`src/core/pieb_pkg.sv`:
```
//------------------------------------------------------------
// peripheral interrupt enable and request banks
//------------------------------------------------------------
package pieb_pkg;

   localparam int DATA_W = 8;
   localparam int ADDR_W = 4;

   //------------------------------------------------------------
   // register offsets
   //------------------------------------------------------------
   localparam logic [ADDR_W-1:0] OFS_ENABLE_TWO = 4'h0;
   localparam logic [ADDR_W-1:0] OFS_ENABLE_THREE = 4'h1;
   localparam logic [ADDR_W-1:0] OFS_REQUEST_ONE = 4'h2;
   localparam logic [ADDR_W-1:0] OFS_REQUEST_TWO = 4'h3;
   localparam logic [ADDR_W-1:0] OFS_CORE_CONTROL = 4'h4;
   localparam logic [ADDR_W-1:0] OFS_IRQ_STATUS = 4'h5;
   localparam logic [ADDR_W-1:0] OFS_IRQ_MASK = 4'h6;

   //------------------------------------------------------------
   // bit positions
   //------------------------------------------------------------
   localparam int OSC_FAIL_BIT = 7;
   localparam int COMPARATOR_TWO_BIT = 6;
   localparam int COMPARATOR_ONE_BIT = 5;
   localparam int BANK_TWO_HOLE_BIT = 4;
   localparam int BUS_COLLISION_BIT = 3;
   localparam int BANK_THREE_HOLE_BIT = 7;
   localparam int NUMERIC_OSC_BIT = 6;
   localparam int ZERO_CROSS_BIT = 4;
   localparam int SERIAL_RX_BIT = 5;
   localparam int SERIAL_TX_BIT = 4;
   localparam int TIMER_ONE_GATE_BIT = 7;
   localparam int GLOBAL_GATE_BIT = 7;
   localparam int PERIPH_GATE_BIT = 6;
   localparam int STAT_IRQ_RISE_BIT = 0;
   localparam int STAT_RO_WRITE_BIT = 1;
   localparam int STAT_UNMAPPED_BIT = 2;

   //------------------------------------------------------------
   // implemented, writable and hardware-owned masks
   //------------------------------------------------------------
   localparam logic [DATA_W-1:0] ALL_BITS = 8'hff;
   localparam logic [DATA_W-1:0] NO_BITS = 8'h00;
   localparam logic [DATA_W-1:0] BANK_TWO_IMPL = ALL_BITS & ~(8'h01 << BANK_TWO_HOLE_BIT);
   localparam logic [DATA_W-1:0] BANK_THREE_IMPL = ALL_BITS & ~(8'h01 << BANK_THREE_HOLE_BIT);
   localparam logic [DATA_W-1:0] REQ_ONE_RO =
      (8'h01 << SERIAL_RX_BIT) | (8'h01 << SERIAL_TX_BIT);
   localparam logic [DATA_W-1:0] REQ_ONE_WR = ALL_BITS & ~REQ_ONE_RO;
   localparam logic [DATA_W-1:0] CTRL_IMPL =
      (8'h01 << GLOBAL_GATE_BIT) | (8'h01 << PERIPH_GATE_BIT);
   localparam logic [DATA_W-1:0] STAT_IMPL = 8'h07;
   localparam logic [DATA_W-1:0] RESET_VALUE = 8'h00;

   //------------------------------------------------------------
   // register port request
   //------------------------------------------------------------
   typedef struct packed {
      logic [ADDR_W-1:0] addr;
      logic [DATA_W-1:0] wdata;
      logic wr;
      logic rd;
   } pieb_bus_t;

endpackage : pieb_pkg

```
`src/core/pieb_top.sv`:
```
// Decided for this implementation: the address-and-strobe port and the register offsets.
`timescale 1ns/1ps
module pieb_top (
   // clock and reset
   input wire logic clk,
   input wire logic reset_n,
   // register port
   input wire pieb_pkg::pieb_bus_t bus,
   output logic [pieb_pkg::DATA_W-1:0] rdata,
   // event sources, one-cycle pulses
   input wire logic [pieb_pkg::DATA_W-1:0] ev_request_one,
   input wire logic [pieb_pkg::DATA_W-1:0] ev_request_two,
   // serial receive and transmit condition levels
   input wire logic serial_rx_level,
   input wire logic serial_tx_level,
   // banks held outside this block
   input wire logic [pieb_pkg::DATA_W-1:0] ext_enable_one,
   input wire logic [pieb_pkg::DATA_W-1:0] ext_request_three,
   // to the core
   output logic periph_pending,
   output logic core_irq_req,
   output logic global_irq_gate,
   output logic peripheral_irq_gate,
   // block interrupt
   output logic irq
);

   localparam int W = pieb_pkg::DATA_W;

   logic [W-1:0] periph_irq_enable_two;
   logic [W-1:0] periph_irq_enable_three;
   logic [W-1:0] periph_irq_request_one;
   logic [W-1:0] periph_irq_request_two;
   logic [W-1:0] core_irq_control;
   logic [W-1:0] irq_status;
   logic [W-1:0] irq_mask;
   logic [W-1:0] ro_level;
   logic [W-1:0] stat_set;
   logic [W-1:0] next_rdata;
   logic wr_en_two;
   logic wr_en_three;
   logic wr_req_one;
   logic wr_req_two;
   logic wr_ctrl;
   logic wr_stat;
   logic wr_mask;
   logic hit;
   logic ro_write;
   logic prev_core_irq_req;

   //------------------------------------------------------------
   // address decode
   //------------------------------------------------------------
   wire sel_en_two = bus.addr == pieb_pkg::OFS_ENABLE_TWO;
   wire sel_en_three = bus.addr == pieb_pkg::OFS_ENABLE_THREE;
   wire sel_req_one = bus.addr == pieb_pkg::OFS_REQUEST_ONE;
   wire sel_req_two = bus.addr == pieb_pkg::OFS_REQUEST_TWO;
   wire sel_ctrl = bus.addr == pieb_pkg::OFS_CORE_CONTROL;
   wire sel_stat = bus.addr == pieb_pkg::OFS_IRQ_STATUS;
   wire sel_mask = bus.addr == pieb_pkg::OFS_IRQ_MASK;

   assign hit = sel_en_two | sel_en_three | sel_req_one | sel_req_two |
      sel_ctrl | sel_stat | sel_mask;
   assign wr_en_two = bus.wr & sel_en_two;
   assign wr_en_three = bus.wr & sel_en_three;
   assign wr_req_one = bus.wr & sel_req_one;
   assign wr_req_two = bus.wr & sel_req_two;
   assign wr_ctrl = bus.wr & sel_ctrl;
   assign wr_stat = bus.wr & sel_stat;
   assign wr_mask = bus.wr & sel_mask;

   //------------------------------------------------------------
   // enable banks
   //------------------------------------------------------------
   pieb_bank_reg #(
      .WIDTH(W),
      .IMPL(pieb_pkg::BANK_TWO_IMPL),
      .WMASK(pieb_pkg::BANK_TWO_IMPL),
      .LEVEL(pieb_pkg::NO_BITS),
      .W1C(1'b0)
   ) u_enable_two (
      .clk(clk),
      .reset_n(reset_n),
      .set(pieb_pkg::NO_BITS),
      .level(pieb_pkg::NO_BITS),
      .wr_en(wr_en_two),
      .wdata(bus.wdata),
      .q(periph_irq_enable_two)
   );

   pieb_bank_reg #(
      .WIDTH(W),
      .IMPL(pieb_pkg::BANK_THREE_IMPL),
      .WMASK(pieb_pkg::BANK_THREE_IMPL),
      .LEVEL(pieb_pkg::NO_BITS),
      .W1C(1'b0)
   ) u_enable_three (
      .clk(clk),
      .reset_n(reset_n),
      .set(pieb_pkg::NO_BITS),
      .level(pieb_pkg::NO_BITS),
      .wr_en(wr_en_three),
      .wdata(bus.wdata),
      .q(periph_irq_enable_three)
   );

   //------------------------------------------------------------
   // request banks
   //------------------------------------------------------------
   assign ro_level = ({{(W-1){1'b0}}, serial_rx_level} << pieb_pkg::SERIAL_RX_BIT) |
      ({{(W-1){1'b0}}, serial_tx_level} << pieb_pkg::SERIAL_TX_BIT);

   pieb_bank_reg #(
      .WIDTH(W),
      .IMPL(pieb_pkg::ALL_BITS),
      .WMASK(pieb_pkg::REQ_ONE_WR),
      .LEVEL(pieb_pkg::REQ_ONE_RO),
      .W1C(1'b0)
   ) u_request_one (
      .clk(clk),
      .reset_n(reset_n),
      .set(ev_request_one),
      .level(ro_level),
      .wr_en(wr_req_one),
      .wdata(bus.wdata),
      .q(periph_irq_request_one)
   );

   pieb_bank_reg #(
      .WIDTH(W),
      .IMPL(pieb_pkg::BANK_TWO_IMPL),
      .WMASK(pieb_pkg::BANK_TWO_IMPL),
      .LEVEL(pieb_pkg::NO_BITS),
      .W1C(1'b0)
   ) u_request_two (
      .clk(clk),
      .reset_n(reset_n),
      .set(ev_request_two),
      .level(pieb_pkg::NO_BITS),
      .wr_en(wr_req_two),
      .wdata(bus.wdata),
      .q(periph_irq_request_two)
   );

   //------------------------------------------------------------
   // core gate bits
   //------------------------------------------------------------
   pieb_bank_reg #(
      .WIDTH(W),
      .IMPL(pieb_pkg::CTRL_IMPL),
      .WMASK(pieb_pkg::CTRL_IMPL),
      .LEVEL(pieb_pkg::NO_BITS),
      .W1C(1'b0)
   ) u_core_control (
      .clk(clk),
      .reset_n(reset_n),
      .set(pieb_pkg::NO_BITS),
      .level(pieb_pkg::NO_BITS),
      .wr_en(wr_ctrl),
      .wdata(bus.wdata),
      .q(core_irq_control)
   );

   assign global_irq_gate = core_irq_control[pieb_pkg::GLOBAL_GATE_BIT];
   assign peripheral_irq_gate = core_irq_control[pieb_pkg::PERIPH_GATE_BIT];

   //------------------------------------------------------------
   // request to the core
   //------------------------------------------------------------
   assign periph_pending = |(periph_irq_request_one & ext_enable_one) |
      |(periph_irq_request_two & periph_irq_enable_two) |
      |(ext_request_three & periph_irq_enable_three);
   assign core_irq_req = periph_pending & peripheral_irq_gate &
      global_irq_gate;

   //------------------------------------------------------------
   // block status and mask
   //------------------------------------------------------------
   assign ro_write = wr_req_one &
      |((bus.wdata ^ periph_irq_request_one) & pieb_pkg::REQ_ONE_RO);
   assign stat_set = ({{(W-1){1'b0}}, core_irq_req & ~prev_core_irq_req}
      << pieb_pkg::STAT_IRQ_RISE_BIT) |
      ({{(W-1){1'b0}}, ro_write} << pieb_pkg::STAT_RO_WRITE_BIT) |
      ({{(W-1){1'b0}}, (bus.wr | bus.rd) & ~hit} << pieb_pkg::STAT_UNMAPPED_BIT);

   pieb_bank_reg #(
      .WIDTH(W),
      .IMPL(pieb_pkg::STAT_IMPL),
      .WMASK(pieb_pkg::STAT_IMPL),
      .LEVEL(pieb_pkg::NO_BITS),
      .W1C(1'b1)
   ) u_irq_status (
      .clk(clk),
      .reset_n(reset_n),
      .set(stat_set),
      .level(pieb_pkg::NO_BITS),
      .wr_en(wr_stat),
      .wdata(bus.wdata),
      .q(irq_status)
   );

   pieb_bank_reg #(
      .WIDTH(W),
      .IMPL(pieb_pkg::STAT_IMPL),
      .WMASK(pieb_pkg::STAT_IMPL),
      .LEVEL(pieb_pkg::NO_BITS),
      .W1C(1'b0)
   ) u_irq_mask (
      .clk(clk),
      .reset_n(reset_n),
      .set(pieb_pkg::NO_BITS),
      .level(pieb_pkg::NO_BITS),
      .wr_en(wr_mask),
      .wdata(bus.wdata),
      .q(irq_mask)
   );

   assign irq = |(irq_status & irq_mask);

   //------------------------------------------------------------
   // read data, one cycle after the strobe
   //------------------------------------------------------------
   assign next_rdata = !bus.rd ? pieb_pkg::RESET_VALUE :
      sel_en_two ? periph_irq_enable_two :
      sel_en_three ? periph_irq_enable_three :
      sel_req_one ? periph_irq_request_one :
      sel_req_two ? periph_irq_request_two :
      sel_ctrl ? core_irq_control :
      sel_stat ? irq_status :
      sel_mask ? irq_mask : pieb_pkg::RESET_VALUE;

   always_ff @(posedge clk) begin
      if (!reset_n) begin
         rdata <= pieb_pkg::RESET_VALUE;
         prev_core_irq_req <= 1'b0;
      end else begin
         rdata <= next_rdata;
         prev_core_irq_req <= core_irq_req;
      end
   end

   //------------------------------------------------------------
   // checks
   //------------------------------------------------------------
   localparam logic [W-1:0] WR_EV_MASK = pieb_pkg::REQ_ONE_WR;

   property p_flag_sets;
      @(posedge clk) disable iff (!reset_n)
      (ev_request_one & WR_EV_MASK) != 8'h00 |=>
         (periph_irq_request_one & $past(ev_request_one) & WR_EV_MASK) ==
         ($past(ev_request_one) & WR_EV_MASK);
   endproperty
   a_flag_sets: assert property (p_flag_sets)
      else $error("request flag missed its event");

   property p_set_beats_clear;
      @(posedge clk) disable iff (!reset_n)
      (wr_req_two && bus.wdata == 8'h00 && ev_request_two != 8'h00) |=>
         periph_irq_request_two == ($past(ev_request_two) & pieb_pkg::BANK_TWO_IMPL);
   endproperty
   a_set_beats_clear: assert property (p_set_beats_clear)
      else $error("event lost against a software clear");

   property p_ro_follows_level;
      @(posedge clk) disable iff (!reset_n)
      wr_req_one |=> (periph_irq_request_one & pieb_pkg::REQ_ONE_RO) ==
         $past(ro_level);
   endproperty
   a_ro_follows_level: assert property (p_ro_follows_level)
      else $error("read-only flag took a write");

   property p_holes_zero;
      @(posedge clk) disable iff (!reset_n)
      !periph_irq_enable_two[pieb_pkg::BANK_TWO_HOLE_BIT] &&
      !periph_irq_request_two[pieb_pkg::BANK_TWO_HOLE_BIT] &&
      !periph_irq_enable_three[pieb_pkg::BANK_THREE_HOLE_BIT];
   endproperty
   a_holes_zero: assert property (p_holes_zero)
      else $error("unimplemented bit reads one");

   property p_reset_clears;
      @(posedge clk) !reset_n |=> periph_irq_enable_two == 8'h00 &&
         periph_irq_enable_three == 8'h00 && periph_irq_request_two == 8'h00 &&
         (periph_irq_request_one & WR_EV_MASK) == 8'h00 && !core_irq_req;
   endproperty
   a_reset_clears: assert property (p_reset_clears)
      else $error("bank not cleared by reset");

   property p_periph_gate;
      @(posedge clk) disable iff (!reset_n)
      !peripheral_irq_gate |-> !core_irq_req;
   endproperty
   a_periph_gate: assert property (p_periph_gate)
      else $error("request passed with peripheral gate off");

   property p_global_gate;
      @(posedge clk) disable iff (!reset_n)
      !global_irq_gate |-> !core_irq_req;
   endproperty
   a_global_gate: assert property (p_global_gate)
      else $error("request passed with global gate off");

   property p_enable_blocks;
      @(posedge clk) disable iff (!reset_n)
      (ext_enable_one == 8'h00 && periph_irq_enable_two == 8'h00 &&
       periph_irq_enable_three == 8'h00) |-> !core_irq_req;
   endproperty
   a_enable_blocks: assert property (p_enable_blocks)
      else $error("request passed with all enables off");

   property p_read_back;
      @(posedge clk) disable iff (!reset_n)
      (bus.rd && sel_req_two) |=> rdata == $past(periph_irq_request_two);
   endproperty
   a_read_back: assert property (p_read_back)
      else $error("request bank read wrong");

   property p_request_cause;
      @(posedge clk) disable iff (!reset_n)
      core_irq_req |-> periph_pending && global_irq_gate && peripheral_irq_gate;
   endproperty
   a_request_cause: assert property (p_request_cause)
      else $error("request without a cause");

   property p_cv_request;
      @(posedge clk) disable iff (!reset_n)
      $rose(core_irq_req);
   endproperty
   c_cv_request: cover property (p_cv_request);

   property p_cv_collide;
      @(posedge clk) disable iff (!reset_n)
      wr_req_two && ev_request_two != 8'h00;
   endproperty
   c_cv_collide: cover property (p_cv_collide);

   property p_cv_irq;
      @(posedge clk) disable iff (!reset_n)
      $rose(irq);
   endproperty
   c_cv_irq: cover property (p_cv_irq);

endmodule : pieb_top

```
`src/core/pieb_bank_reg.sv`:
```
`timescale 1ns/1ps
// one 8-bit bank: per bit either unimplemented, hardware level, or
// event-set with software write (plain or write-one-to-clear)
module pieb_bank_reg #(
   parameter int WIDTH = 8,
   parameter logic [WIDTH-1:0] IMPL = '1,
   parameter logic [WIDTH-1:0] WMASK = '1,
   parameter logic [WIDTH-1:0] LEVEL = '0,
   parameter bit W1C = 1'b0
) (
   // clock and reset
   input wire logic clk,
   input wire logic reset_n,
   // hardware side
   input wire logic [WIDTH-1:0] set,
   input wire logic [WIDTH-1:0] level,
   // software side
   input wire logic wr_en,
   input wire logic [WIDTH-1:0] wdata,
   output logic [WIDTH-1:0] q
);

   logic [WIDTH-1:0] wr_val;
   logic [WIDTH-1:0] next_q;

   //------------------------------------------------------------
   // per-bit next value
   //------------------------------------------------------------
   for (genvar i = 0; i < WIDTH; i++) begin : g_bit
      assign wr_val[i] = W1C ? (q[i] & ~wdata[i]) : wdata[i];
      // set term ORed last so an event beats a clear in the same cycle
      assign next_q[i] = !IMPL[i] ? 1'b0 :
         LEVEL[i] ? level[i] :
         (set[i] | ((wr_en && WMASK[i]) ? wr_val[i] : q[i]));
   end

   always_ff @(posedge clk) begin
      if (!reset_n) begin
         q <= '0;
      end else begin
         q <= next_q;
      end
   end

endmodule : pieb_bank_reg

```
`config.mk`:
```
export PLATFORM = sky130hd
export DESIGN_NAME = pieb_top
export DESIGN_NICKNAME = d
export VERILOG_FILES = /design/src/core/pieb_pkg.sv /design/src/core/pieb_top.sv /design/src/core/pieb_bank_reg.sv
export SDC_FILE = /design/constraint.sdc
export NUM_CORES = 1
export LEC_CHECK = 0
export BUFFER_PORTS_ARGS = -buffer_cell sky130_fd_sc_hd__buf_2
export CAP_MARGIN = 25
export CORE_ASPECT_RATIO = 0.5
export CORE_MARGIN = 5
export CORE_UTILIZATION = 55
export DETAILED_ROUTE_END_ITERATION = 10
export GPL_TIMING_DRIVEN = 0
export PLACE_DENSITY = 0.81
export SETUP_SLACK_MARGIN = 0.5
export SLEW_MARGIN = 30
export SYNTH_ARGS = -nofsm -noshare
export SYNTH_HDL_FRONTEND = slang
export SYNTH_HIERARCHICAL = 1
export SYNTH_SLANG_ARGS = --single-unit
```
`constraint.sdc`:
```
create_clock -name clk -period 3.8 [get_ports clk]
set_input_delay 0.19 -clock clk [delete_from_list [all_inputs] [get_ports clk]]
set_output_delay 0.19 -clock clk [all_outputs]
set_load 0.03 [all_outputs]
```
==> results.sh <==
export IMPL_status="complete, no violations"
export IMPL_drv_slew=0
export IMPL_avgSynthCellArea_um2=10.01
export IMPL_row_count=18
export IMPL_fin_util_pct=68.16
export IMPL_start_util_pct=55.94
export IMPL_dpl_instance_area_um2=3221
export IMPL_finalInstanceArea_um2=3316
export IMPL_grt_setup_unrepaired="false"
export IMPL_cts_setup_buffers=0
export IMPL_fmax_mhz=450.9
export IMPL_final_cell_mix="buf_2 (61), dfxtp_1 (46), conb_1 (38)"
export IMPL_cp_top_family="simple AND/OR/NAND/NOR gates"
export IMPL_dr_pass1_iters=7
export IMPL_antenna_found_initial=0
export IMPL_fin_skew_ps=6.055
export IMPL_worstSetupStartpoint="u_request_one/q[7]"
export IMPL_drt_met1_wl_um=3320
export IMPL_cp_arrival_ps=2030
export IMPL_vias_per_cell=5.405
export IMPL_multi_input_area_um2=1674
export IMPL_cts_sinks=46
export IMPL_clock_latency_ps=310
export IMPL_grt_pass1_vias=2407
export IMPL_vias=2378
export IMPL_root_buffer="clkbuf_8"
export IMPL_clockBufferDepth=2
export IMPL_path_class="reg -> out"
export IMPL_grt_overflow_total=0
export IMPL_die_area_um2=6540
export IMPL_max_cap_violations=0
export IMPL_top_layer_used="met4"
export IMPL_endpoint_kind="output port"
export IMPL_power_density_nw_per_um2=330.6
export IMPL_rrSetupSlack_ps=1880
export IMPL_cts_hold_buf=0
export IMPL_route_met3_wl_um=455
export IMPL_synthToLayoutAreaGrowth_pct=21.84
export IMPL_cts_tree="yes"
export IMPL_die_w_um=109.5
export IMPL_cts_resized_gates=0
export IMPL_clk_pin_slew_ps=90
export IMPL_dr_wl_met2_um=3381
export IMPL_mostFrequentLayoutCell="buf_2"
export IMPL_syn_area_um2=2721
export IMPL_core_area_um2=4865
export IMPL_drc=0
export IMPL_relSlewSlack_pct=44.14
export IMPL_seq_area_um2=920.9
export IMPL_syn_inst=272
export IMPL_finalWirelength_um=7291
export IMPL_min_from="serial_rx_level"
export IMPL_io_buffers=59
export IMPL_cp_cell_sequence="a22oi_1 -> nand4_1 -> nor4_1 -> nor2_1 -> buf_2"
export IMPL_routabilityCongestion=0.9407
export IMPL_tightest_slew_ps=830.3
export IMPL_cp_buffers_inverters=1
export IMPL_peakVddDrop_mv=0.2359
export IMPL_period_share_pct=58.37
export IMPL_drt_iter0_drc=148
export IMPL_required_ps=3610
export IMPL_die_h_um=59.74
export IMPL_post_route_min_period_ps=2218
export IMPL_synth_cell_type_count=38
export IMPL_grt_max_degree=41
export IMPL_synth_ff_latch_count=46
export IMPL_final_net_count=419
export IMPL_grt_pass1_wl_um=11700
export IMPL_crit_slowest_cell="nor4_1"
export IMPL_tns_ps=0
export IMPL_cp_max_fo=4
export IMPL_numCtsBuffers=5
export IMPL_ys_seq_area_share_pct=33.84
export IMPL_cpPeakStageDelay_ps=710
export IMPL_hpwlAfterDp_um=5476
export IMPL_p_leak_nw=1.550
export IMPL_drive_gt1_share_pct=33.78
export IMPL_detail_route_wl_per_cell_um=16.57
export IMPL_cts_htree_levels=2
export IMPL_n_antenna_cell=0
export IMPL_num_io_pins=63
export IMPL_hold_class="in -> reg"
export IMPL_yosys_warnings=6
export IMPL_reg2reg_from="u_request_one/q[7]"
export IMPL_setup_viol=0
export IMPL_hold_violations=0
export IMPL_detail_route_antenna_nets=0
export IMPL_groute_usage_overall_pct=23.62
export IMPL_cp_start_kind="register"
export IMPL_fillCellCount=430
kinds of logic (layout without fill, tap and decap cells):
kind of cell / after synthesis / count (layout) / synth area share, %
muxes: 48 / 48 / 23.03
buffers and inverters: 34 / 101 / 8.919
DFF: 46 / 46 / 33.84
and+or+nand+nor: 55 / 55 / 10.21
other: 7 / 38 / 0.9657
xor gates and xnor gates: 2 / 2 / 0.6438
AOI/OAI and AO/OA: 80 / 80 / 22.39
worst paths after layout:
| path | end | cells past startpoint |
|---|---|---|
| worst max-delay path | core_irq_req | 5 |
| worst min register to register | rdata[0] | 2 |
| worst min-delay path | u_request_one/q[5] | 2 |
| worst max register to register | u_irq_status/q[0] | 6 |
sequential cells by signal, summed over array words and instances, names as in the netlist, 2 cells and up:
register          count
u_irq_mask/q          3
u_enable_three/q      7
u_enable_two/q        7
u_irq_status/q        3
u_core_control/q      2
rdata                 8
u_request_one/q       8
u_request_two/q       7
through the flow:
step	setup WS (ps)	cells	power, mW	hold WS (ps)
2_1_floorplan	2212	303	0.6950	290.9
3_3_place_gp	1644	432	0.7617	395.0
3_5_place_dp	1626	432	0.7697	402.4
5_1_grt	1389	440	1.141	73.76
4_1_cts	1538	440	1.092	77.35
6_report	1582	440	1.096	75.84
report_power, final:
group          switching [mW]  total (mW)  internal, mW  leakage (nW)
Combinational           0.107       0.226         0.119          1.12
Sequential             0.0268       0.540         0.513         0.383
Clock                   0.184       0.330         0.147        0.0472
synth_stat cells:
| cell | number | share of area, % |
|---|---|---|
| a31oi_1 | 4 | 0.92 |
| o21ai_0 | 4 | 0.74 |
| a311oi_2 | 1 | 0.55 |
| nor2_1 | 16 | 2.2 |
| o21ai_1 | 3 | 0.55 |
| nand3b_1 | 1 | 0.28 |
| o21a_1 | 32 | 8.8 |
| mux2i_1 | 12 | 4.4 |
| and4_1 | 1 | 0.32 |
| a222oi_1 | 4 | 1.5 |
| conb_1 | 7 | 0.97 |
| mux2_4 | 27 | 15 |
| a21o_1 | 4 | 1.1 |
| buf_4 | 20 | 5.5 |
| dfxtp_1 | 46 | 34 |
| nor4_1 | 2 | 0.46 |
| nand4_1 | 4 | 0.92 |
| nor3_1 | 3 | 0.55 |
| clkbuf_1 | 2 | 0.28 |
| o22ai_1 | 4 | 0.92 |
| a311oi_1 | 3 | 0.97 |
| nor2b_1 | 2 | 0.46 |
| nor3b_1 | 3 | 0.83 |
| and3_1 | 1 | 0.23 |
| or4_1 | 1 | 0.28 |
| inv_1 | 5 | 0.69 |
| xnor2_1 | 2 | 0.64 |
| nand2_1 | 13 | 1.8 |
| a22oi_1 | 16 | 4.4 |
| and2_1 | 2 | 0.46 |
| buf_6 | 5 | 2.1 |
| and2b_1 | 1 | 0.28 |
| mux2_1 | 6 | 2.5 |
| mux2_2 | 3 | 1.2 |
| a21boi_0 | 1 | 0.28 |
| nand2b_1 | 5 | 1.1 |
| buf_2 | 2 | 0.37 |
| a2111o_1 | 4 | 1.7 |
metal layers:
metal  global-route usage, %  vias to the layer above
li1                        -                     1145
met1                   31.69                     1131
met2                   39.38                       82
met3                   3.776                       20
met4                   7.460                        0
met5                       0                        -
final cells by class:
type | instances | area share (%)
Buffer | 29 | 6.755
Clock inverter | 2 | 0.3774
Clock buffer | 6 | 2.491
Timing Repair Buffer | 59 | 8.906
Tap cell | 70 | 2.642
Inverter | 5 | 0.5660
Multi-Input combinational cell | 223 | 50.49
Sequential cell | 46 | 27.77
No activity file was read; power rests on OpenSTA's default activity.
